==> config.mk <==
export PLATFORM = sky130hd
export DESIGN_NAME = gpbc_port
export DESIGN_NICKNAME = d
export VERILOG_FILES = /design/src/pkg/gpbc_pkg.sv /design/src/core/gpbc_sync.sv /design/src/core/gpbc_pin.sv /design/src/core/gpbc_port.sv
export SDC_FILE = /design/constraint.sdc
export NUM_CORES = 1
export LEC_CHECK = 0
export BUFFER_PORTS_ARGS = -buffer_cell sky130_fd_sc_hd__clkbuf_2
export CELL_PAD_IN_SITES_DETAIL_PLACEMENT = 0
export CELL_PAD_IN_SITES_GLOBAL_PLACEMENT = 1
export CORE_ASPECT_RATIO = 0.9
export CORE_MARGIN = 2
export CORE_UTILIZATION = 46
export CTS_CLUSTER_SIZE = 30
export DETAILED_ROUTE_END_ITERATION = 16
export PLACE_DENSITY_LB_ADDON = 0.3
export REMOVE_ABC_BUFFERS = 1
export SETUP_SLACK_MARGIN = 0.4
export SYNTH_ARGS = -nofsm -noshare
export SYNTH_HDL_FRONTEND = slang
export SYNTH_SLANG_ARGS = --single-unit
==> constraint.sdc <==
create_clock -name mclk_i -period 2.45 [get_ports mclk_i]
set_clock_uncertainty 0.2 [all_clocks]
set_input_delay 0.1225 -clock mclk_i [delete_from_list [all_inputs] [get_ports mclk_i]]
set_output_delay 0.1225 -clock mclk_i [all_outputs]
set_load 0.005 [all_outputs]
==> src/pkg/gpbc_pkg.sv <==
// Purpose: Shared constants and types for the change-detect GPIO port
// Assumes: Register port with one-cycle read latency
// Notes: Offsets are word indices on the plain register port
package gpbc_pkg;
  localparam int unsigned GPBC_W = 8;
  localparam int unsigned GPBC_AW = 4;
  localparam logic [3:0] GPBC_OFF_PIN_DATA = 4'h0;
  localparam logic [3:0] GPBC_OFF_DIRECTION = 4'h1;
  localparam logic [3:0] GPBC_OFF_LATCH = 4'h2;
  localparam logic [3:0] GPBC_OFF_IRQ_MAIN = 4'h3;
  localparam logic [3:0] GPBC_OFF_IRQ_TWO = 4'h4;
  localparam logic [3:0] GPBC_OFF_PERIPH = 4'h5;
  localparam int unsigned GPBC_BIT_CHANGE_FLAG = 0;
  localparam int unsigned GPBC_BIT_PULLUP_N = 7;
  localparam int unsigned GPBC_BIT_FAULT_EN = 0;
  localparam int unsigned GPBC_BIT_SHUT_TRI = 1;
  localparam int unsigned GPBC_PIN_UNIT2 = 3;
  localparam int unsigned GPBC_PIN_LVP = 5;
  localparam int unsigned GPBC_PIN_PCLK = 6;
  localparam int unsigned GPBC_PIN_PDAT = 7;
  localparam int unsigned GPBC_CHG_LO = 4;
  localparam logic [7:0] GPBC_RST_DIRECTION = 8'hff;
  localparam logic [7:0] GPBC_RST_LATCH = 8'h00;
  localparam logic [7:0] GPBC_RST_IRQ_TWO = 8'h80;
  localparam logic [7:0] GPBC_RST_PERIPH = 8'h00;

  typedef struct packed {
    logic [GPBC_AW-1:0] addr;
    logic [GPBC_W-1:0] wdata;
    logic wr;
    logic rd;
  } gpbc_req_t;

  typedef struct packed {
    logic alt_pin_sel_n;
    logic mcu_mode;
    logic pkg_80pin;
    logic lv_prog_cfg;
    logic serial_prog_en;
  } gpbc_cfg_t;

  typedef struct packed {
    logic cmp_out;
    logic cmp_oe;
    logic pwm_a_out;
    logic shutdown;
    logic capture_en;
  } gpbc_unit2_t;
endpackage : gpbc_pkg

==> src/core/gpbc_sync.sv <==
// Purpose: Two-flop synchroniser for a vector of pin levels
// Assumes: Single clock domain
// Notes: First stage is read only by the second
`timescale 1ns/100ps
`default_nettype none
module gpbc_sync #(
  parameter int unsigned W = 8
) (
  // Clock and reset
  input wire logic mclk_i,
  input wire logic rst_n_i,
  // Data
  input wire logic [W-1:0] d_i,
  output logic [W-1:0] q_o
);
  logic [W-1:0] s1_q;
  always_ff @(posedge mclk_i or negedge rst_n_i) begin
    if (!rst_n_i) begin
      s1_q <= '0;
      q_o <= '0;
    end else begin
      s1_q <= d_i;
      q_o <= s1_q;
    end
  end
endmodule : gpbc_sync
`default_nettype wire

==> src/core/gpbc_pin.sv <==
// Purpose: Output driver and pull-up selection for one port pin
// Assumes: Overrides are already resolved by the caller
// Notes: Purely combinational
`timescale 1ns/100ps
`default_nettype none
module gpbc_pin (
  // Control
  input wire logic dir_in_i,
  input wire logic latch_i,
  input wire logic ovr_en_i,
  input wire logic ovr_oe_i,
  input wire logic ovr_out_i,
  input wire logic pullup_n_i,
  input wire logic pu_block_i,
  // Pad side
  output logic out_o,
  output logic oe_o,
  output logic pu_o
);
  assign out_o = ovr_en_i ? ovr_out_i : latch_i;
  assign oe_o = ovr_en_i ? ovr_oe_i : !dir_in_i;
  assign pu_o = !pullup_n_i && !oe_o && !pu_block_i;
endmodule : gpbc_pin
`default_nettype wire

==> src/core/gpbc_port.sv <==
// Purpose: Eight-bit bidirectional port with change detection on the upper nibble
// Assumes: Pins synchronous enough for a two-flop synchroniser; register port strobes one cycle
// Notes: Registers reached by address index; read data valid one cycle after strobe
// Operation
// Eight pins, each individually input or output.
// Direction bit one makes the pin an input, driver off.
// Direction bit zero drives the pin from its output latch.
// Latch has own address; read back returns latch, not pins.
// Writing the pin data register updates the output latch too.
// Shared active-low pull-up enable at bit 7 of control two.
// Pull-up forced off on any pin driven as output.
// Pull-ups disabled after power-on reset.
// Only upper four pins compare; outputs are excluded.
// Inputs compared against snapshot from last pin data read.
// Mismatches ORed into change flag at bit 0 of main control.
// Set change flag drives a wake request.
// Pin data access refreshes snapshot unless a move-class access.
// Persisting mismatch keeps setting the change flag.
// Software should not poll pin data during change detection.
// Unit two uses pin 3 on 80-pin parts when remapped, not MCU mode.
// Unit two output overrides latch on pin 3; input captures.
// Channel A may tri-state during a PWM shutdown.
// Pin 3 pull-up needs enable low and capture disabled.
// Pins 0..3 feed external interrupts; pin 0 also fault input.
// Low-voltage programming makes pin 5 entry input only.
// Serial programming takes pin 6 clock and pin 7 data.
// Pin data read returns synchronised pin levels; write updates latch.
// Change flag sticky; clear ignored while mismatch persists.
`timescale 1ns/100ps
`default_nettype none
module gpbc_port
  import gpbc_pkg::*;
#(
  parameter int unsigned WIDTH = GPBC_W
) (
  // Clock and reset
  input wire logic mclk_i,
  input wire logic rst_n_i,
  // Register port
  input wire gpbc_req_t req_i,
  input wire logic move_access_i,
  output logic [GPBC_W-1:0] rdata_o,
  // Device configuration and peripherals
  input wire gpbc_cfg_t cfg_i,
  input wire gpbc_unit2_t unit2_i,
  input wire logic prog_data_out_i,
  input wire logic prog_data_oe_i,
  // Pads
  input wire logic [GPBC_W-1:0] pin_i,
  output logic [GPBC_W-1:0] pin_o,
  output logic [GPBC_W-1:0] pin_oe_o,
  output logic [GPBC_W-1:0] pullup_o,
  // Peripheral inputs and status
  output logic [3:0] ext_irq_o,
  output logic pwm_fault_o,
  output logic unit2_capture_o,
  output logic lv_program_entry_o,
  output logic serial_prog_clock_o,
  output logic serial_prog_data_o,
  output logic change_flag_o,
  output logic wake_o
);
  if (WIDTH != GPBC_W) begin : g_width_check
    $error("gpbc_port supports only an eight-bit port");
  end

  logic [7:0] dir_q, dir_d;
  logic [7:0] lat_q, lat_d;
  logic [7:0] snap_q, snap_d;
  logic [7:0] ctl2_q, ctl2_d;
  logic [7:0] per_q, per_d;
  logic flag_q, flag_d;
  logic [7:0] rdata_q;
  logic [7:0] pin_oq, oe_oq, pu_oq;
  logic [3:0] ext_q;
  logic fault_q, cap_q, lvp_q, pclk_q, pdat_q, wake_q;
  logic [7:0] pin_s;
  logic [7:0] drv_out, drv_oe, drv_pu;
  logic [7:0] ovr_en, ovr_oe, ovr_out, pu_block;

  gpbc_sync #(.W(GPBC_W)) u_sync (
    .mclk_i(mclk_i),
    .rst_n_i(rst_n_i),
    .d_i(pin_i),
    .q_o(pin_s)
  );

  // Address decode
  wire sel_pd = (req_i.addr == GPBC_OFF_PIN_DATA);
  wire sel_dir = (req_i.addr == GPBC_OFF_DIRECTION);
  wire sel_lat = (req_i.addr == GPBC_OFF_LATCH);
  wire sel_im = (req_i.addr == GPBC_OFF_IRQ_MAIN);
  wire sel_i2 = (req_i.addr == GPBC_OFF_IRQ_TWO);
  wire sel_per = (req_i.addr == GPBC_OFF_PERIPH);
  wire wr_pd = req_i.wr && sel_pd;
  wire pd_touch = (req_i.wr || req_i.rd) && sel_pd && !move_access_i;

  // Change detection on the upper nibble inputs only
  wire [3:0] chg_in = dir_q[7:GPBC_CHG_LO];
  wire [3:0] mism_v = (pin_s[7:GPBC_CHG_LO] ^ snap_q[7:GPBC_CHG_LO]) & chg_in;
  wire mismatch = |mism_v;
  wire flag_clr = req_i.wr && sel_im && !req_i.wdata[GPBC_BIT_CHANGE_FLAG];

  // Read mux
  wire [7:0] rd_mux = sel_pd ? pin_s :
                      sel_dir ? dir_q :
                      sel_lat ? lat_q :
                      sel_im ? {7'h00, flag_q} :
                      sel_i2 ? ctl2_q :
                      sel_per ? per_q : 8'h00;

  // Overrides
  wire unit2_here = cfg_i.pkg_80pin && !cfg_i.alt_pin_sel_n && !cfg_i.mcu_mode;
  wire unit2_drv = unit2_here && !dir_q[GPBC_PIN_UNIT2] && unit2_i.cmp_oe;
  wire shut_tri = per_q[GPBC_BIT_SHUT_TRI] && unit2_i.shutdown;
  wire cap_on = unit2_here && dir_q[GPBC_PIN_UNIT2] && unit2_i.capture_en;

  always_comb begin
    ovr_en = 8'h00;
    ovr_oe = 8'h00;
    ovr_out = 8'h00;
    pu_block = 8'h00;
    if (unit2_drv) begin
      ovr_en[GPBC_PIN_UNIT2] = 1'b1;
      ovr_oe[GPBC_PIN_UNIT2] = !shut_tri;
      ovr_out[GPBC_PIN_UNIT2] = unit2_i.pwm_a_out | unit2_i.cmp_out;
    end
    pu_block[GPBC_PIN_UNIT2] = cap_on;
    if (cfg_i.lv_prog_cfg) begin
      ovr_en[GPBC_PIN_LVP] = 1'b1;
      pu_block[GPBC_PIN_LVP] = 1'b1;
    end
    if (cfg_i.serial_prog_en) begin
      ovr_en[GPBC_PIN_PCLK] = 1'b1;
      pu_block[GPBC_PIN_PCLK] = 1'b1;
      ovr_en[GPBC_PIN_PDAT] = 1'b1;
      ovr_oe[GPBC_PIN_PDAT] = prog_data_oe_i;
      ovr_out[GPBC_PIN_PDAT] = prog_data_out_i;
      pu_block[GPBC_PIN_PDAT] = 1'b1;
    end
  end

  for (genvar i = 0; i < GPBC_W; i++) begin : g_pin
    gpbc_pin u_pin (
      .dir_in_i(dir_q[i]),
      .latch_i(lat_q[i]),
      .ovr_en_i(ovr_en[i]),
      .ovr_oe_i(ovr_oe[i]),
      .ovr_out_i(ovr_out[i]),
      .pullup_n_i(ctl2_q[GPBC_BIT_PULLUP_N]),
      .pu_block_i(pu_block[i]),
      .out_o(drv_out[i]),
      .oe_o(drv_oe[i]),
      .pu_o(drv_pu[i])
    );
  end

  // Next-state values
  assign dir_d = (req_i.wr && sel_dir) ? req_i.wdata : dir_q;
  assign lat_d = (req_i.wr && (sel_lat || sel_pd)) ? req_i.wdata : lat_q;
  assign snap_d = pd_touch ? pin_s : snap_q;
  assign ctl2_d = (req_i.wr && sel_i2) ? req_i.wdata : ctl2_q;
  assign per_d = (req_i.wr && sel_per) ? req_i.wdata : per_q;
  assign flag_d = mismatch ? 1'b1 : (flag_clr ? 1'b0 : flag_q);

  always_ff @(posedge mclk_i or negedge rst_n_i) begin
    if (!rst_n_i) begin
      dir_q <= GPBC_RST_DIRECTION;
      lat_q <= GPBC_RST_LATCH;
      snap_q <= 8'h00;
      ctl2_q <= GPBC_RST_IRQ_TWO;
      per_q <= GPBC_RST_PERIPH;
      flag_q <= 1'b0;
      rdata_q <= 8'h00;
    end else begin
      dir_q <= dir_d;
      lat_q <= lat_d;
      snap_q <= snap_d;
      ctl2_q <= ctl2_d;
      per_q <= per_d;
      flag_q <= flag_d;
      rdata_q <= req_i.rd ? rd_mux : 8'h00;
    end
  end

  // Pad and peripheral outputs registered so every output comes from a flop
  always_ff @(posedge mclk_i or negedge rst_n_i) begin
    if (!rst_n_i) begin
      pin_oq <= 8'h00;
      oe_oq <= 8'h00;
      pu_oq <= 8'h00;
      ext_q <= 4'h0;
      fault_q <= 1'b0;
      cap_q <= 1'b0;
      lvp_q <= 1'b0;
      pclk_q <= 1'b0;
      pdat_q <= 1'b0;
      wake_q <= 1'b0;
    end else begin
      pin_oq <= drv_out;
      oe_oq <= drv_oe;
      pu_oq <= drv_pu;
      ext_q <= pin_s[3:0] & dir_q[3:0];
      fault_q <= pin_s[0] && dir_q[0] && per_q[GPBC_BIT_FAULT_EN];
      cap_q <= cap_on && pin_s[GPBC_PIN_UNIT2];
      lvp_q <= cfg_i.lv_prog_cfg && pin_s[GPBC_PIN_LVP];
      pclk_q <= cfg_i.serial_prog_en && pin_s[GPBC_PIN_PCLK];
      pdat_q <= cfg_i.serial_prog_en && pin_s[GPBC_PIN_PDAT];
      wake_q <= flag_d;
    end
  end

  assign rdata_o = rdata_q;
  assign pin_o = pin_oq;
  assign pin_oe_o = oe_oq;
  assign pullup_o = pu_oq;
  assign ext_irq_o = ext_q;
  assign pwm_fault_o = fault_q;
  assign unit2_capture_o = cap_q;
  assign lv_program_entry_o = lvp_q;
  assign serial_prog_clock_o = pclk_q;
  assign serial_prog_data_o = pdat_q;
  assign change_flag_o = flag_q;
  assign wake_o = wake_q;

  // Checks
  // Register port
  a_rdata_idle: assert property (@(posedge mclk_i) disable iff (!rst_n_i)
    !req_i.rd |=> (rdata_o == 8'h00))
    else $error("read data not zero outside a read");
  a_pd_read_pins: assert property (@(posedge mclk_i) disable iff (!rst_n_i)
    (req_i.rd && sel_pd) |=> (rdata_o == $past(pin_s)))
    else $error("pin data read not from synchronised pins");
  a_lat_readback: assert property (@(posedge mclk_i) disable iff (!rst_n_i)
    (req_i.rd && sel_lat) |=> (rdata_o == $past(lat_q)))
    else $error("latch read not from latch");
  a_dir_readback: assert property (@(posedge mclk_i) disable iff (!rst_n_i)
    (req_i.rd && sel_dir) |=> (rdata_o == $past(dir_q)))
    else $error("direction read wrong");
  a_unmapped_zero: assert property (@(posedge mclk_i) disable iff (!rst_n_i)
    (req_i.rd && (req_i.addr > GPBC_OFF_PERIPH)) |=> (rdata_o == 8'h00))
    else $error("unmapped read not zero");
  a_pd_write_latch: assert property (@(posedge mclk_i) disable iff (!rst_n_i)
    (req_i.wr && sel_pd) |=> (lat_q == $past(req_i.wdata)))
    else $error("pin data write missed latch");
  a_lat_write: assert property (@(posedge mclk_i) disable iff (!rst_n_i)
    (req_i.wr && sel_lat) |=> (lat_q == $past(req_i.wdata)))
    else $error("latch write lost");
  a_dir_write: assert property (@(posedge mclk_i) disable iff (!rst_n_i)
    (req_i.wr && sel_dir) |=> (dir_q == $past(req_i.wdata)))
    else $error("direction write lost");
  a_latch_hold: assert property (@(posedge mclk_i) disable iff (!rst_n_i)
    !(req_i.wr && (sel_pd || sel_lat)) |=> $stable(lat_q))
    else $error("latch changed without a write");

  // Change detection and flag
  a_flag_on_mismatch: assert property (@(posedge mclk_i) disable iff (!rst_n_i)
    mismatch |=> flag_q)
    else $error("change flag not set on mismatch");
  a_flag_clr_blocked: assert property (@(posedge mclk_i) disable iff (!rst_n_i)
    (flag_clr && mismatch) |=> flag_q)
    else $error("flag cleared during mismatch");
  a_flag_sticky: assert property (@(posedge mclk_i) disable iff (!rst_n_i)
    (flag_q && !flag_clr) |=> flag_q)
    else $error("flag dropped without clear");
  a_flag_clear_ok: assert property (@(posedge mclk_i) disable iff (!rst_n_i)
    (flag_clr && !mismatch) |=> !flag_q)
    else $error("flag clear ignored without mismatch");
  a_flag_quiet: assert property (@(posedge mclk_i) disable iff (!rst_n_i)
    (!mismatch && !flag_q) |=> !flag_q)
    else $error("flag set without mismatch");
  a_snap_refresh: assert property (@(posedge mclk_i) disable iff (!rst_n_i)
    pd_touch |=> (snap_q == $past(pin_s)))
    else $error("snapshot not refreshed");
  a_move_no_snap: assert property (@(posedge mclk_i) disable iff (!rst_n_i)
    (move_access_i && sel_pd) |=> $stable(snap_q))
    else $error("move access changed snapshot");
  a_snap_hold: assert property (@(posedge mclk_i) disable iff (!rst_n_i)
    !pd_touch |=> $stable(snap_q))
    else $error("snapshot changed without access");
  a_low_nibble_out: assert property (@(posedge mclk_i) disable iff (!rst_n_i)
    (pin_s[7:4] == snap_q[7:4]) |-> !mismatch)
    else $error("low nibble compared");
  a_outputs_excluded: assert property (@(posedge mclk_i) disable iff (!rst_n_i)
    (dir_q[7:4] == 4'h0) |-> !mismatch)
    else $error("output pin compared");
  a_mismatch_seen: assert property (@(posedge mclk_i) disable iff (!rst_n_i)
    ((dir_q[7:4] == 4'hf) && (pin_s[7:4] != snap_q[7:4])) |-> mismatch)
    else $error("input change not seen");
  a_touch_ends_mismatch: assert property (@(posedge mclk_i) disable iff (!rst_n_i)
    pd_touch ##1 $stable(pin_s) |-> !mismatch)
    else $error("access did not end mismatch");
  a_wake_follow: assert property (@(posedge mclk_i) disable iff (!rst_n_i)
    1'b1 |=> (wake_o == flag_q))
    else $error("wake not tracking flag");
  a_wake_on_change: assert property (@(posedge mclk_i) disable iff (!rst_n_i)
    mismatch |=> wake_o)
    else $error("no wake on mismatch");

  // Pads and pull-ups
  a_input_hiz: assert property (@(posedge mclk_i) disable iff (!rst_n_i)
    (dir_q[0] && !cfg_i.serial_prog_en) |=> !pin_oe_o[0])
    else $error("input pin driven");
  a_output_latch: assert property (@(posedge mclk_i) disable iff (!rst_n_i)
    !dir_q[1] |=> (pin_oe_o[1] && pin_o[1] == $past(lat_q[1])))
    else $error("output not from latch");
  a_pullup_off_out: assert property (@(posedge mclk_i) disable iff (!rst_n_i)
    1'b1 |=> ((pullup_o & pin_oe_o) == 8'h00))
    else $error("pull-up on driven pin");
  a_pullup_needs_en: assert property (@(posedge mclk_i) disable iff (!rst_n_i)
    ctl2_q[GPBC_BIT_PULLUP_N] |=> (pullup_o == 8'h00))
    else $error("pull-up on while disabled");
  a_pullup_inputs: assert property (@(posedge mclk_i) disable iff (!rst_n_i)
    (!ctl2_q[GPBC_BIT_PULLUP_N] && dir_q[1]) |=> pullup_o[1])
    else $error("pull-up missing on input");
  a_pin3_capture_pu: assert property (@(posedge mclk_i) disable iff (!rst_n_i)
    cap_on |=> !pullup_o[3])
    else $error("pull-up on capture input");
  a_unit2_prio: assert property (@(posedge mclk_i) disable iff (!rst_n_i)
    (unit2_drv && !shut_tri && unit2_i.cmp_out) |=> (pin_oe_o[3] && pin_o[3]))
    else $error("unit two output lost priority");
  a_unit2_remote: assert property (@(posedge mclk_i) disable iff (!rst_n_i)
    (!unit2_here && !dir_q[3]) |=> (pin_o[3] == $past(lat_q[3])))
    else $error("unit two drove an unmapped pin");
  a_shut_tri: assert property (@(posedge mclk_i) disable iff (!rst_n_i)
    (unit2_drv && shut_tri) |=> !pin_oe_o[3])
    else $error("channel A driven during shutdown");
  a_lvp_no_drive: assert property (@(posedge mclk_i) disable iff (!rst_n_i)
    cfg_i.lv_prog_cfg |=> (!pin_oe_o[5] && !pullup_o[5]))
    else $error("programming entry pin not released");
  a_prog_pins: assert property (@(posedge mclk_i) disable iff (!rst_n_i)
    cfg_i.serial_prog_en |=> (!pin_oe_o[6] && !pullup_o[7]))
    else $error("serial programming pins not taken");

  // Peripheral inputs
  a_ext_irq_gate: assert property (@(posedge mclk_i) disable iff (!rst_n_i)
    (dir_q[3:0] == 4'h0) |=> (ext_irq_o == 4'h0))
    else $error("interrupt input from output pin");
  a_fault_gate: assert property (@(posedge mclk_i) disable iff (!rst_n_i)
    !per_q[GPBC_BIT_FAULT_EN] |=> !pwm_fault_o)
    else $error("fault input while disabled");
  a_lvp_entry: assert property (@(posedge mclk_i) disable iff (!rst_n_i)
    !cfg_i.lv_prog_cfg |=> !lv_program_entry_o)
    else $error("programming entry while disabled");
endmodule : gpbc_port
`default_nettype wire

# [Yosys cells after proc, flatten, opt, wreduce, memory -nomap -nowiden]
# Index checks and enable logic that the tools add are counted.
[word_totals] in_bits=37 mem_bits_ro=0 mem_count=0 latchBits=0 output_inout_bits=43 ram_bits=0 reg_bits=98 wordCells=111
[op_classes] n_addsub=0 reduce_logical=60 muxes=24 multipliers=0 bitwise=4 n_lt_le_gt_ge=0 n_eq_ne=5 div_mod_pow=0 shift=0
[op_table] cell="2-to-1 mux 8 bit" n=7
[op_table] cell="logical AND 1 bit" n=33
[op_table] cell="logical NOT 1 bit" n=22
[op_table] cell="2-to-1 mux 1 bit" n=16
[op_table] cell="bitwise AND 4 bit" n=2
[op_table] cell="== test 4 x 2 -> 1 bit, second input constant" n=2
[op_table] cell="== test 4 x 3 -> 1 bit, second input constant" n=2
[op_table] cell="== test 4 x 1 -> 1 bit, second input constant" n=1
[op_table] cell="logical NOT 4 bit" n=1
[op_table] cell="OR reduction 4 bit" n=1
[op_table] cell="XOR 4 bit" n=1
[op_table] cell="logical OR 1 bit" n=2
[op_table] cell="2-to-1 mux 2 bit" n=1
[op_table] cell="nonzero test 2 bit" n=1
[op_table] cell="bitwise OR 1 bit" n=1

# [Longest topological paths before layout]
# Gate-level depths: netlist (run 1).
[logic_depth] depth_word=10 depth_mapped=6 mapped_depth_nobuf=4

# [Cells and area by module]
# From an unflattened synthesis (run 1), not the netlist that was laid out.
[hier_totals] cells_unflattened=276 area_unflattened_um2=3819.9
[modules_own_cells] mod="gpbc_port" cells_per_inst=220 instances=1 seq_area_each_um2=1963.1 area_each_um2=3049.2
[modules_own_cells] mod="gpbc_sync" cells_per_inst=16 instances=1 seq_area_each_um2=400.4 area_each_um2=400.4
[modules_own_cells] mod="gpbc_pin" cells_per_inst=5 instances=8 seq_area_each_um2=0.0 area_each_um2=46.3

# [Worst setup path before layout (run 1)]
# Ideal clock, no wire load.
[synth_timing] path_kind="input-to-reg" from="input req_i[13] (netlist bit)" to="register snap_q[4]" path_stages=5 n_path_buf=1 arrival_time_ns=1.157 required_ns=2.125 setup_time_ns=0.125 setup_slack_ns=0.969 path_cell_list="buf_2 nor2_2 nand2_2 nor3_4 mux2_2"
[synth_between] elab_chain_cells=3
[synth_lines] item="from (decl)" line_no="gpbc_port.sv:40" source="input wire gpbc_req_t req_i,"
[synth_lines] item="logical NOT 4 bit" line_no="gpbc_port.sv:89" source="wire sel_pd = (req_i.addr == GPBC_OFF_PIN_DATA);"
[synth_lines] item="logical AND 1 bit (2 in series)" line_no="gpbc_port.sv:96" source="wire pd_touch = (req_i.wr || req_i.rd) && sel_pd && !move_access_i;"
[synth_lines] item="to (signal assigned)" line_no="gpbc_port.sv:178" source="snap_q <= snap_d;"
[synth_lines] item="to (decl)" line_no="gpbc_port.sv:69" source="logic [7:0] snap_q, snap_d;"
# No other way between the ends.
# A chain may end at the register's enable or synchronous reset.

# [Worst setup path in the final report (run 1)]
[layout_timing] from="input req_i[11] (netlist bit)" to="register per_q[3]"
[layout_between] elab_chain_cells=2
[layout_lines] item="== test 4 x 3 -> 1 bit" line_no="gpbc_port.sv:94" source="wire sel_per = (req_i.addr == GPBC_OFF_PERIPH);"
[layout_lines] item="logical AND 1 bit" line_no="gpbc_port.sv:163" source="assign per_d = (req_i.wr && sel_per) ? req_i.wdata : per_q;"
[layout_lines] item="to (signal assigned)" line_no="gpbc_port.sv:180" source="per_q <= per_d;"
[layout_lines] item="to (decl)" line_no="gpbc_port.sv:71" source="logic [7:0] per_q, per_d;"
# No other way between the ends.

==> impl_metrics.xml, run 1 <==
<?xml version="1.0" encoding="UTF-8"?>
<metrics>
  <group name="yosys">
    <metric name="ys_types" unit="">33</metric>
    <metric name="ys_top_cells_by_count" unit="">dfrtp_1, mux2_2, nor2_1</metric>
    <metric name="proportion_of_netlist_area_held_by_the_largest_area_contributor" unit="%">60.5</metric>
    <metric name="yosysWarningCount" unit="">0</metric>
    <metric name="synth.largest_area_cell" unit="">dfrtp_1</metric>
    <metric name="async_reset_ff_share" unit="%">100</metric>
    <metric name="synth_most_common_cell" unit="">dfrtp_1</metric>
    <metric name="synth-seq-cells" unit="">94</metric>
    <metric name="post_synth_instance_area" unit="um2">3510</metric>
    <metric name="synth_top_cells_by_area" unit="">dfrtp_1, mux2_2, dfstp_2, a222oi_1, nor2_1</metric>
    <metric name="synth-main-ff-cell" unit="">dfrtp_1</metric>
    <metric name="yosysSeqAreaShare" unit="%">67.3</metric>
    <metric name="synth_enable_flop_cells" unit="">0</metric>
    <metric name="netlist_instances" unit="">241</metric>
    <metric name="synth.avg_cell_area" unit="um2">14.6</metric>
  </group>
  <group name="worst_setup_path">
    <metric name="regToRegStartpoint" unit="">dir_q[3]</metric>
    <metric name="timing.rr.end" unit="">pin_o[3]</metric>
    <metric name="cp-end-kind" unit="">flop</metric>
    <metric name="timing.critical_path.from" unit="">req_i[11]</metric>
    <metric name="setup.reg_to_reg.worst_slack" unit="ps">740</metric>
    <metric name="critical_path_required" unit="ps">2490</metric>
    <metric name="worst_setup_path_endpoint" unit="">per_q[3]</metric>
    <metric name="worst_r2r_path_depth" unit="">4</metric>
    <metric name="critical_setup_path_kind" unit="">in2reg</metric>
    <metric name="critPathLaunchType" unit="">input pin</metric>
    <metric name="worstPathArrival" unit="ps">2000</metric>
    <metric name="critical_path.max_fanout" unit="">8</metric>
  </group>
  <group name="timing">
    <metric name="timing.slew.headroom" unit="%">58.0</metric>
    <metric name="finalCritPeriodShare" unit="%">80.3</metric>
    <metric name="period_minus_slack" unit="ps">1970</metric>
    <metric name="final.hold.worst_slack" unit="ps">49.0</metric>
    <metric name="finalWorstSetupSlack" unit="ps">483</metric>
    <metric name="final-hold-violation-count" unit="">0</metric>
    <metric name="setup-tns-final" unit="ps">0</metric>
    <metric name="setup_violations" unit="">0</metric>
    <metric name="timing_worst_slew_pin_value" unit="ps">625</metric>
    <metric name="slew_viol_final" unit="">0</metric>
    <metric name="clock.fmax" unit="GHz">0.509</metric>
    <metric name="grt_setup_unrepaired" unit="">no</metric>
  </group>
  <group name="floorplan">
    <metric name="num_io_pins" unit="">80</metric>
    <metric name="floorplan.initialDensity" unit="%">47.0</metric>
    <metric name="floorplan.die.width" unit="um">96.1</metric>
    <metric name="dieHeight" unit="um">86.9</metric>
    <metric name="floorplan.rows" unit="">30</metric>
    <metric name="placeable_area" unit="um2">7470</metric>
    <metric name="design.die.area" unit="um2">8350</metric>
  </group>
  <group name="clock_network">
    <metric name="cts_sinks" unit="">94</metric>
    <metric name="post_cts.repair.setup_buffers" unit="">0</metric>
    <metric name="cts_buffer_depth" unit="">2</metric>
    <metric name="clock_tree_from_tritoncts" unit="">built</metric>
    <metric name="tritoncts.num_buffers" unit="">9</metric>
    <metric name="ctsRootBufferMaster" unit="">clkbuf_8</metric>
    <metric name="clock_h_tree_levels" unit="">3</metric>
    <metric name="clk_latency" unit="ps">350</metric>
    <metric name="clkSlewWorstSetupHoldPaths" unit="ps">80</metric>
  </group>
  <group name="pwr">
    <metric name="power.share.sequential" unit="%">56.0</metric>
    <metric name="total_power_consumption" unit="mW">3.52</metric>
    <metric name="swShare" unit="%">24.0</metric>
    <metric name="power.internal" unit="mW">2.68</metric>
    <metric name="total_leakage_power" unit="nW">2.13</metric>
    <metric name="power_density" unit="nW/um2">778</metric>
    <metric name="clock_power_share" unit="%">28.3</metric>
    <metric name="max-vdd-ir-drop" unit="V">0.000399</metric>
    <metric name="p_switching" unit="mW">0.845</metric>
    <metric name="power.share.combinational" unit="%">15.7</metric>
  </group>
  <group name="layout">
    <metric name="antenna-diode-count" unit="">0</metric>
    <metric name="final_layout_size_suffix_gt1_share" unit="%">41.8</metric>
    <metric name="finish.net_count" unit="">393</metric>
    <metric name="layout_overhead_on_the_synthesized_area" unit="%">28.8</metric>
    <metric name="layoutNonFillerInstCount" unit="">457</metric>
    <metric name="stdcell_area" unit="um2">4530</metric>
    <metric name="post-route-util" unit="%">60.6</metric>
  </group>
  <group name="grt">
    <metric name="number_of_antenna_violations_at_the_first_check_in_global_routing" unit="">0</metric>
    <metric name="globalRoute.totalOverflow" unit="">0</metric>
    <metric name="grt_pass1_wl" unit="mm">11.4</metric>
    <metric name="grt_util_all_layers" unit="%">18.8</metric>
    <metric name="number_of_global_route_vias_before_repair" unit="">2248</metric>
    <metric name="grt_start_max_net_pins" unit="">50</metric>
  </group>
  <group name="routing">
    <metric name="drtAntennaViolNets" unit="">0</metric>
    <metric name="wl_met1" unit="mm">3.18</metric>
    <metric name="post_drt_via_cell_ratio" unit="">4.93</metric>
    <metric name="detail_route.wl_per_cell" unit="um">15.5</metric>
    <metric name="highest_layer" unit="">met4</metric>
    <metric name="dr_wl_met2" unit="mm">3.40</metric>
    <metric name="drcViolationCount" unit="">0</metric>
    <metric name="first_iter_violations" unit="">48</metric>
    <metric name="route.vias.total" unit="">2253</metric>
    <metric name="drt_pre_antenna_iters" unit="">4</metric>
    <metric name="detail_route.wirelength" unit="mm">7.10</metric>
    <metric name="met3_length" unit="um">431</metric>
  </group>
  <group name="placement">
    <metric name="postPlaceCellArea" unit="um2">4020</metric>
    <metric name="dpl_cells" unit="">410</metric>
    <metric name="gp_congestion" unit="">0.754</metric>
    <metric name="detailed_place_hpwl" unit="mm">4.74</metric>
    <metric name="preCtsSetupSlack" unit="ps">531</metric>
    <metric name="port_buffers" unit="">79</metric>
  </group>
  <group name="run_status">
    <metric name="run_status" unit="">complete, no violations</metric>
  </group>
  <group name="worst_hold_path">
    <metric name="whs_path_depth" unit="">3</metric>
    <metric name="holdCritPathClass" unit="">in2reg</metric>
  </group>
  <group name="run">
    <metric name="drv_cap" unit="">0</metric>
  </group>
</metrics>
## final cells by class
type                       instances  area [um2]
clock buffer                      15         166
clock inverter                     1        30.0
fill                             622        2940
inverter                           5        18.8
multi-input combinational        133        1080
sequential                        94        2360
tap                               96         120
timing repair buffer             113         746
## sequential cells by signal (all words and copies together) (netlist names), 4 cells and up
signal / count
dir_q: 8
pin_o: 8
pin_oe_o: 8
ext_irq_o: 4
u_sync.q_o: 8
u_sync.s1_q: 8
lat_q: 8
rdata_o: 8
pullup_o: 8
ctl2_q: 8
snap_q: 4
per_q: 8
## cell families (layout without fill, tap and decap cells)
logic type,Yosys count,count (layout),share of synthesized area (%)
DFF,94,94,67.3
AOI/OAI and AO/OA,24,24,4.95
buffers and inverters,14,134,1.96
xor gates and xnor gates,4,4,0.997
and+or+nand+nor,60,60,10.4
muxes,45,45,14.4
## power by group through the flow
stage | combinational, mW | clock, mW | sequential (mW)
6_report | 0.552 | 0.996 | 1.97
5_1_grt | 0.618 | 1.10 | 2.01
4_1_cts | 0.563 | 1.04 | 1.98
3_5_place_dp | 0.512 | 0 | 2.00
3_3_place_gp | 0.500 | 0 | 2.00
2_1_floorplan | 0.271 | 0 | 1.97
## layout by cell type (no fill, tap or decap), types with 3 or more instances in the layout
| cell type | synthesis | layout |
|---|---|---|
| nor2_1 | 17 | 17 |
| dfstp_2 | 9 | 9 |
| a222oi_1 | 7 | 7 |
| inv_1 | 5 | 5 |
| o21ai_0 | 9 | 9 |
| nand2_1 | 8 | 8 |
| clkbuf_8 | 0 | 11 |
| clkbuf_1 | 3 | 4 |
| mux2_2 | 43 | 43 |
| nand3_1 | 3 | 3 |
| nand2b_1 | 3 | 3 |
| buf_4 | 1 | 4 |
| dlygate4sd3_1 | 0 | 31 |
| and2_1 | 8 | 8 |
| nor2b_1 | 4 | 4 |
| clkbuf_2 | 0 | 77 |
| dfrtp_1 | 85 | 85 |
| xor2_1 | 4 | 4 |
| nor3b_1 | 4 | 4 |
## how the worst min path moves through the flow
stage | startpoint | end | slack (ps)
CTS | cfg_i[4] | pin_oe_o[3] | 40
global route | req_i[12] | rdata_o[0] | 80
global placement | rst_n_i | u_sync.q_o[1] | -20
finish | cfg_i[4] | pin_oe_o[3] | 50
detailed placement | rst_n_i | rdata_o[3] | -20
floorplan | rst_n_i | ctl2_q[0] | -370
## routing by layer
metal | up-vias | global-route usage [%]
met5 | - | 0
met4 | 0 | 5.84
met3 | 8 | 5.80
met2 | 74 | 30.0
met1 | 1091 | 24.7
li1 | 1080 | -
## critical path: stages
cell	delay, ps
dlygate4sd3_1	530
clkbuf_2	170
nor2b_1	220
and4b_1	560
mux2_2	390
## timing repair
item                                   in CTS  in global routing
setup endpoints to repair                   0                  1
hold buffers                               32                  0
endpoints found under the hold margin     117                  0
resized for setup                           0                  3
(Power assumes the default switching activity.)
==> inputs of run 2 (changes only) <==
CORE_UTILIZATION = 39   (was 46)
clock period = 1.75 ns   (was 2.45 ns; I/O delays follow)
==> impl_metrics.xml, run 2 (same netlist as run 1, synthesis figures left out) <==
<?xml version="1.0" encoding="UTF-8"?>
<metrics>
  <group name="layout">
    <metric name="finish.net_count" unit="">406</metric>
    <metric name="most-common-layout-cells" unit="">dfrtp_1, clkbuf_2, mux2_2</metric>
    <metric name="filler_cell_count" unit="">784</metric>
    <metric name="antenna-diode-count" unit="">0</metric>
    <metric name="multi_input_logic_area" unit="um2">1100</metric>
    <metric name="final_layout_size_suffix_gt1_share" unit="%">45.2</metric>
    <metric name="seqCellArea" unit="um2">2360</metric>
    <metric name="layout_overhead_on_the_synthesized_area" unit="%">33.9</metric>
    <metric name="layout.cells.most_common" unit="">dfrtp_1</metric>
  </group>
  <group name="clock_network">
    <metric name="ctsRootBufferMaster" unit="">clkbuf_8</metric>
    <metric name="cts_buffer_depth" unit="">2</metric>
    <metric name="cts_sinks" unit="">94</metric>
    <metric name="clkSlewWorstSetupHoldPaths" unit="ps">90</metric>
    <metric name="tritoncts.num_buffers" unit="">9</metric>
    <metric name="clock_tree_from_tritoncts" unit="">built</metric>
    <metric name="clock_h_tree_levels" unit="">3</metric>
    <metric name="clk_latency" unit="ps">360</metric>
  </group>
  <group name="timing">
    <metric name="finalWorstSetupSlack" unit="ps">386</metric>
    <metric name="final-hold-violation-count" unit="">25</metric>
    <metric name="timing.slew.headroom" unit="%">57.6</metric>
    <metric name="final.hold.worst_slack" unit="ps">-43.9</metric>
    <metric name="timing_worst_slew_pin_value" unit="ps">633</metric>
    <metric name="slew_viol_final" unit="">0</metric>
    <metric name="clock.fmax" unit="GHz">0.733</metric>
    <metric name="setup_violations" unit="">0</metric>
    <metric name="finalCritPeriodShare" unit="%">77.9</metric>
    <metric name="period_minus_slack" unit="ps">1360</metric>
    <metric name="setup-tns-final" unit="ps">0</metric>
    <metric name="grt_setup_unrepaired" unit="">yes</metric>
  </group>
  <group name="routing">
    <metric name="route.vias.total" unit="">2376</metric>
    <metric name="drtAntennaViolNets" unit="">0</metric>
    <metric name="detail_route.wl_per_cell" unit="um">16.2</metric>
    <metric name="drcViolationCount" unit="">0</metric>
    <metric name="detail_route.wirelength" unit="mm">7.99</metric>
    <metric name="post_drt_via_cell_ratio" unit="">4.82</metric>
    <metric name="first_iter_violations" unit="">100</metric>
    <metric name="drt_pre_antenna_iters" unit="">5</metric>
  </group>
  <group name="worst_setup_path">
    <metric name="critical_path_required" unit="ps">1790</metric>
    <metric name="worstPathArrival" unit="ps">1400</metric>
    <metric name="worst_setup_path_endpoint" unit="">rdata_o[4]</metric>
    <metric name="timing.rr.end" unit="">rdata_o[4]</metric>
    <metric name="regToRegStartpoint" unit="">per_q[4]</metric>
    <metric name="critical_path.max_fanout" unit="">2</metric>
    <metric name="critical_setup_path_kind" unit="">reg2reg</metric>
    <metric name="critPathLaunchType" unit="">flop</metric>
    <metric name="setup.reg_to_reg.worst_slack" unit="ps">390</metric>
    <metric name="cp-end-kind" unit="">flop</metric>
    <metric name="worst_r2r_path_depth" unit="">3</metric>
    <metric name="timing.critical_path.from" unit="">per_q[4]</metric>
  </group>
  <group name="floorplan">
    <metric name="floorplan.initialDensity" unit="%">40.6</metric>
    <metric name="dieHeight" unit="um">94.0</metric>
    <metric name="floorplan.die.width" unit="um">104</metric>
    <metric name="design.die.area" unit="um2">9780</metric>
    <metric name="placeable_area" unit="um2">8650</metric>
    <metric name="floorplan.rows" unit="">32</metric>
    <metric name="num_io_pins" unit="">80</metric>
  </group>
  <group name="run_status">
    <metric name="run_status" unit="">finished, violations left</metric>
    <metric name="failed_checks" unit="">hold timing</metric>
  </group>
  <group name="grt">
    <metric name="grt_start_max_net_pins" unit="">37</metric>
    <metric name="grt_util_all_layers" unit="%">17.5</metric>
    <metric name="grt_pass1_wl" unit="mm">12.8</metric>
    <metric name="globalRoute.totalOverflow" unit="">0</metric>
    <metric name="number_of_global_route_vias_before_repair" unit="">2391</metric>
    <metric name="number_of_antenna_violations_at_the_first_check_in_global_routing" unit="">0</metric>
  </group>
  <group name="pwr">
    <metric name="power.share.combinational" unit="%">16.7</metric>
    <metric name="power_density" unit="nW/um2">1070</metric>
    <metric name="p_switching" unit="mW">1.26</metric>
    <metric name="total_leakage_power" unit="nW">2.22</metric>
    <metric name="power.share.sequential" unit="%">54.5</metric>
    <metric name="power.internal" unit="mW">3.77</metric>
    <metric name="max-vdd-ir-drop" unit="V">0.000611</metric>
    <metric name="swShare" unit="%">25.1</metric>
    <metric name="clock_power_share" unit="%">28.8</metric>
  </group>
  <group name="worst_hold_path">
    <metric name="holdCritPathClass" unit="">in2reg</metric>
  </group>
  <group name="placement">
    <metric name="detailed_place_hpwl" unit="mm">5.26</metric>
    <metric name="preCtsSetupSlack" unit="ps">14.9</metric>
    <metric name="gp_congestion" unit="">0.826</metric>
    <metric name="port_buffers" unit="">79</metric>
  </group>
  <group name="run">
    <metric name="drv_cap" unit="">0</metric>
  </group>
</metrics>
-- run 2: metrics by stage --
| stage | instance area, um2 | utilization [%] | std cells | power [mW] |
|---|---|---|---|---|
| after floorplan | 3460 | - | 232 | 3.13 |
| after global placement | 4150 | 48.0 | 444 | 3.54 |
| after detailed placement | 4150 | 48.0 | 444 | 3.56 |
| after global routing | 4710 | 54.4 | 493 | 5.31 |
| after CTS | 4660 | 53.9 | 491 | 5.08 |
| final | 4710 | 54.4 | 493 | 5.03 |
-- run 2: final cells by class --
cell class	instances	area share, %
sequential	94	50.2
multi-input combinational	133	23.5
timing repair buffer	126	18.5
clock buffer	13	3.38
tap	119	3.16
clock inverter	3	0.904
inverter	5	0.399
-- run 2: power groups by stage --
| stage | sequential (mW) | combinational, mW | clock, mW |
|---|---|---|---|
| 6_report | 2.74 | 0.839 | 1.45 |
| 5_1_grt | 2.79 | 0.927 | 1.59 |
| 4_1_cts | 2.74 | 0.839 | 1.50 |
| 3_5_place_dp | 2.78 | 0.773 | 0 |
| 3_3_place_gp | 2.78 | 0.758 | 0 |
| 2_1_floorplan | 2.75 | 0.379 | 0 |
-- run 2: how the worst min path moves through the flow --
stage | start | cells after the start | end
3_5_place_dp | rst_n_i | 1 | pullup_o[3]
3_3_place_gp | rst_n_i | 1 | unit2_capture_o
4_1_cts | req_i[11] | 3 | rdata_o[0]
2_1_floorplan | rst_n_i | 0 | ctl2_q[0]
6_report | move_access_i | 3 | snap_q[5]
5_1_grt | move_access_i | 3 | snap_q[4]
-- run 2: worst max-delay path, cell delays in order, from the launching register on --
cell	delay, ps
dfrtp_1	390
mux2_2	260
a222oi_1	310
nor2_1	90
-- run 2: repair_timing --
action / in CTS / in global routing
buffers inserted: 1 / 0
endpoints found under the hold margin: 163 / 28
pin swaps: 6 / 6
endpoints found under the setup margin: 6 / 13
gates resized for setup: 0 / 5
hold buffers: 30 / 3
-- run 2: routing by layer --
metal | routed length, um | global-route usage [%] | vias to the layer above
li1 | - | - | 1104
met1 | 3820 | 24.1 | 1177
met2 | 3630 | 26.5 | 86
met3 | 446 | 4.58 | 9
met4 | 99 | 6.98 | 0
met5 | 0 | 0 | -
==> inputs of run 3 (changes only) <==
CORE_UTILIZATION = 43   (was 39)
clock period = 1.36 ns   (was 1.75 ns; I/O delays follow)
==> impl_metrics.xml, run 3 (same netlist as run 1, synthesis figures left out) <==
<?xml version="1.0" encoding="UTF-8"?>
<metrics>
  <group name="clock_network">
    <metric name="clock_h_tree_levels" unit="">3</metric>
    <metric name="clock_tree_from_tritoncts" unit="">built</metric>
    <metric name="cts_buffer_depth" unit="">2</metric>
    <metric name="clkSlewWorstSetupHoldPaths" unit="ps">90</metric>
    <metric name="clk_latency" unit="ps">360</metric>
    <metric name="ctsRootBufferMaster" unit="">clkbuf_8</metric>
    <metric name="cts_sinks" unit="">94</metric>
    <metric name="tritoncts.num_buffers" unit="">9</metric>
  </group>
  <group name="placement">
    <metric name="gp_congestion" unit="">0.790</metric>
    <metric name="detailed_place_hpwl" unit="mm">5.40</metric>
    <metric name="preCtsSetupSlack" unit="ps">-128</metric>
    <metric name="port_buffers" unit="">79</metric>
    <metric name="postPlaceCellArea" unit="um2">4270</metric>
  </group>
  <group name="worst_setup_path">
    <metric name="critPathTopFamily" unit="">flip-flops</metric>
    <metric name="critical_path_depth" unit="">3</metric>
    <metric name="path_cells" unit="">mux2_4 &gt; a222oi_1 &gt; nor2_1</metric>
    <metric name="critical_path_required" unit="ps">1400</metric>
    <metric name="regToRegStartpoint" unit="">per_q[1]</metric>
    <metric name="critical_path.max_fanout" unit="">2</metric>
    <metric name="cp-end-kind" unit="">flop</metric>
    <metric name="slowest_stage" unit="">dfrtp_1</metric>
    <metric name="max_stage_delay" unit="ps">410</metric>
    <metric name="worst_r2r_path_depth" unit="">3</metric>
    <metric name="critical_setup_path_kind" unit="">reg2reg</metric>
    <metric name="worstPathArrival" unit="ps">1420</metric>
    <metric name="cp.buffers_inverters" unit="">0</metric>
    <metric name="setup.reg_to_reg.worst_slack" unit="ps">-20</metric>
    <metric name="timing.critical_path.from" unit="">per_q[1]</metric>
    <metric name="critPathLaunchType" unit="">flop</metric>
    <metric name="worst_setup_path_endpoint" unit="">rdata_o[1]</metric>
    <metric name="timing.rr.end" unit="">rdata_o[1]</metric>
  </group>
  <group name="layout">
    <metric name="finish.net_count" unit="">425</metric>
    <metric name="final_layout_size_suffix_gt1_share" unit="%">57.5</metric>
    <metric name="stdcell_area" unit="um2">5250</metric>
    <metric name="layout.cells.most_common" unit="">dfrtp_1</metric>
    <metric name="layout_overhead_on_the_synthesized_area" unit="%">49.4</metric>
    <metric name="most-common-layout-cells" unit="">dfrtp_1, clkbuf_2, mux2_4</metric>
    <metric name="antenna-diode-count" unit="">0</metric>
  </group>
  <group name="timing">
    <metric name="setup-tns-final" unit="ps">-36.5</metric>
    <metric name="grt_setup_unrepaired" unit="">yes</metric>
    <metric name="slew_viol_final" unit="">0</metric>
    <metric name="period_minus_slack" unit="ps">1380</metric>
    <metric name="final.hold.worst_slack" unit="ps">-639</metric>
    <metric name="setup_violations" unit="">2</metric>
    <metric name="finalCritPeriodShare" unit="%">102</metric>
    <metric name="final-hold-violation-count" unit="">125</metric>
    <metric name="finalWorstSetupSlack" unit="ps">-24.3</metric>
    <metric name="timing_worst_slew_pin_value" unit="ps">459</metric>
    <metric name="clock.fmax" unit="GHz">0.722</metric>
    <metric name="timing.slew.headroom" unit="%">69.4</metric>
  </group>
  <group name="grt">
    <metric name="grt_start_max_net_pins" unit="">50</metric>
    <metric name="number_of_global_route_vias_before_repair" unit="">2585</metric>
    <metric name="number_of_antenna_violations_at_the_first_check_in_global_routing" unit="">0</metric>
    <metric name="grt_util_all_layers" unit="%">19.2</metric>
    <metric name="grt_pass1_wl" unit="mm">13.0</metric>
    <metric name="globalRoute.totalOverflow" unit="">0</metric>
  </group>
  <group name="routing">
    <metric name="drcViolationCount" unit="">0</metric>
    <metric name="drtAntennaViolNets" unit="">0</metric>
    <metric name="first_iter_violations" unit="">89</metric>
    <metric name="detail_route.wirelength" unit="mm">8.41</metric>
    <metric name="drt_pre_antenna_iters" unit="">4</metric>
    <metric name="detail_route.wl_per_cell" unit="um">17.1</metric>
    <metric name="route.vias.total" unit="">2483</metric>
    <metric name="post_drt_via_cell_ratio" unit="">5.05</metric>
  </group>
  <group name="floorplan">
    <metric name="dieHeight" unit="um">89.8</metric>
    <metric name="floorplan.rows" unit="">31</metric>
    <metric name="floorplan.initialDensity" unit="%">44.0</metric>
    <metric name="placeable_area" unit="um2">7990</metric>
    <metric name="floorplan.die.width" unit="um">99.3</metric>
    <metric name="num_io_pins" unit="">80</metric>
    <metric name="design.die.area" unit="um2">8910</metric>
  </group>
  <group name="run">
    <metric name="drv_cap" unit="">0</metric>
  </group>
  <group name="pwr">
    <metric name="max-vdd-ir-drop" unit="V">0.000645</metric>
    <metric name="total_leakage_power" unit="nW">2.57</metric>
    <metric name="power_density" unit="nW/um2">1340</metric>
  </group>
  <group name="worst_hold_path">
    <metric name="holdCritPathClass" unit="">in2async</metric>
  </group>
  <group name="run_status">
    <metric name="run_status" unit="">finished, violations left</metric>
    <metric name="failed_checks" unit="">hold timing, setup timing</metric>
  </group>
</metrics>
[run 3: changes by cell type in the layout (fill, tap and decap cells not counted), sizes merged]
cell / change
clkinv: +1
dlygate4sd3: -12
clkbuf: -20
bufbuf: +1
buf: +48
inv: +1
[run 3: worst min path at each step]
stage | cells after the start | endpoint | from | slack, ps
floorplan | 0 | ctl2_q[0] | rst_n_i | -430
CTS | 1 | u_sync.q_o[3] | rst_n_i | -650
global placement | 1 | unit2_capture_o | rst_n_i | -250
global route | 1 | u_sync.q_o[3] | rst_n_i | -650
detailed placement | 1 | unit2_capture_o | rst_n_i | -250
finish | 1 | lat_q[1] | rst_n_i | -640
[run 3: final cells by class]
type | count | area [um2]
clock buffers | 11 | 151
clock inverters | 5 | 56.3
fillers | 598 | 2740
inverters | 5 | 18.8
multi-input cells | 133 | 1360
flip-flops and latches | 94 | 2360
well taps | 99 | 124
repair buffers | 145 | 1170
[run 3: what timing repair did]
| item | 4_1_cts | 5_1_grt |
|---|---|---|
| pin swaps | 25 | 13 |
| endpoints found under the setup margin | 97 | 109 |
| gates resized for setup | 36 | 94 |
| buffers inserted | 9 | 6 |
| endpoints found under the hold margin | 159 | 131 |
| hold buffers | 24 | 1 |
| cloned | 2 | 0 |
[run 3: through the flow]
step	std cells	utilization (%)	total power, mW
finish	492	65.7	7.04
global route	492	65.7	7.40
CTS	490	62.2	6.81
detailed placement	439	53.4	4.62
global placement	439	53.4	4.59
floorplan	232	-	4.03
[run 3: metal layers]
metal	vias up	GRT usage (%)	wire length (um)	share of wire [%]
met5	-	0	0	0
met3	8	5.21	445	5.3
met1	1253	24.7	3660	44
li1	1138	-	-	-
met4	0	6.62	106	1.3
met2	84	31.5	4200	50
[run 3: power breakdown]
part	switching [mW]	total, mW	internal [mW]
registers	0.265	3.55	3.29
clock network	0.935	1.88	0.950
logic	0.598	1.61	1.01
total	1.80	7.04	5.25
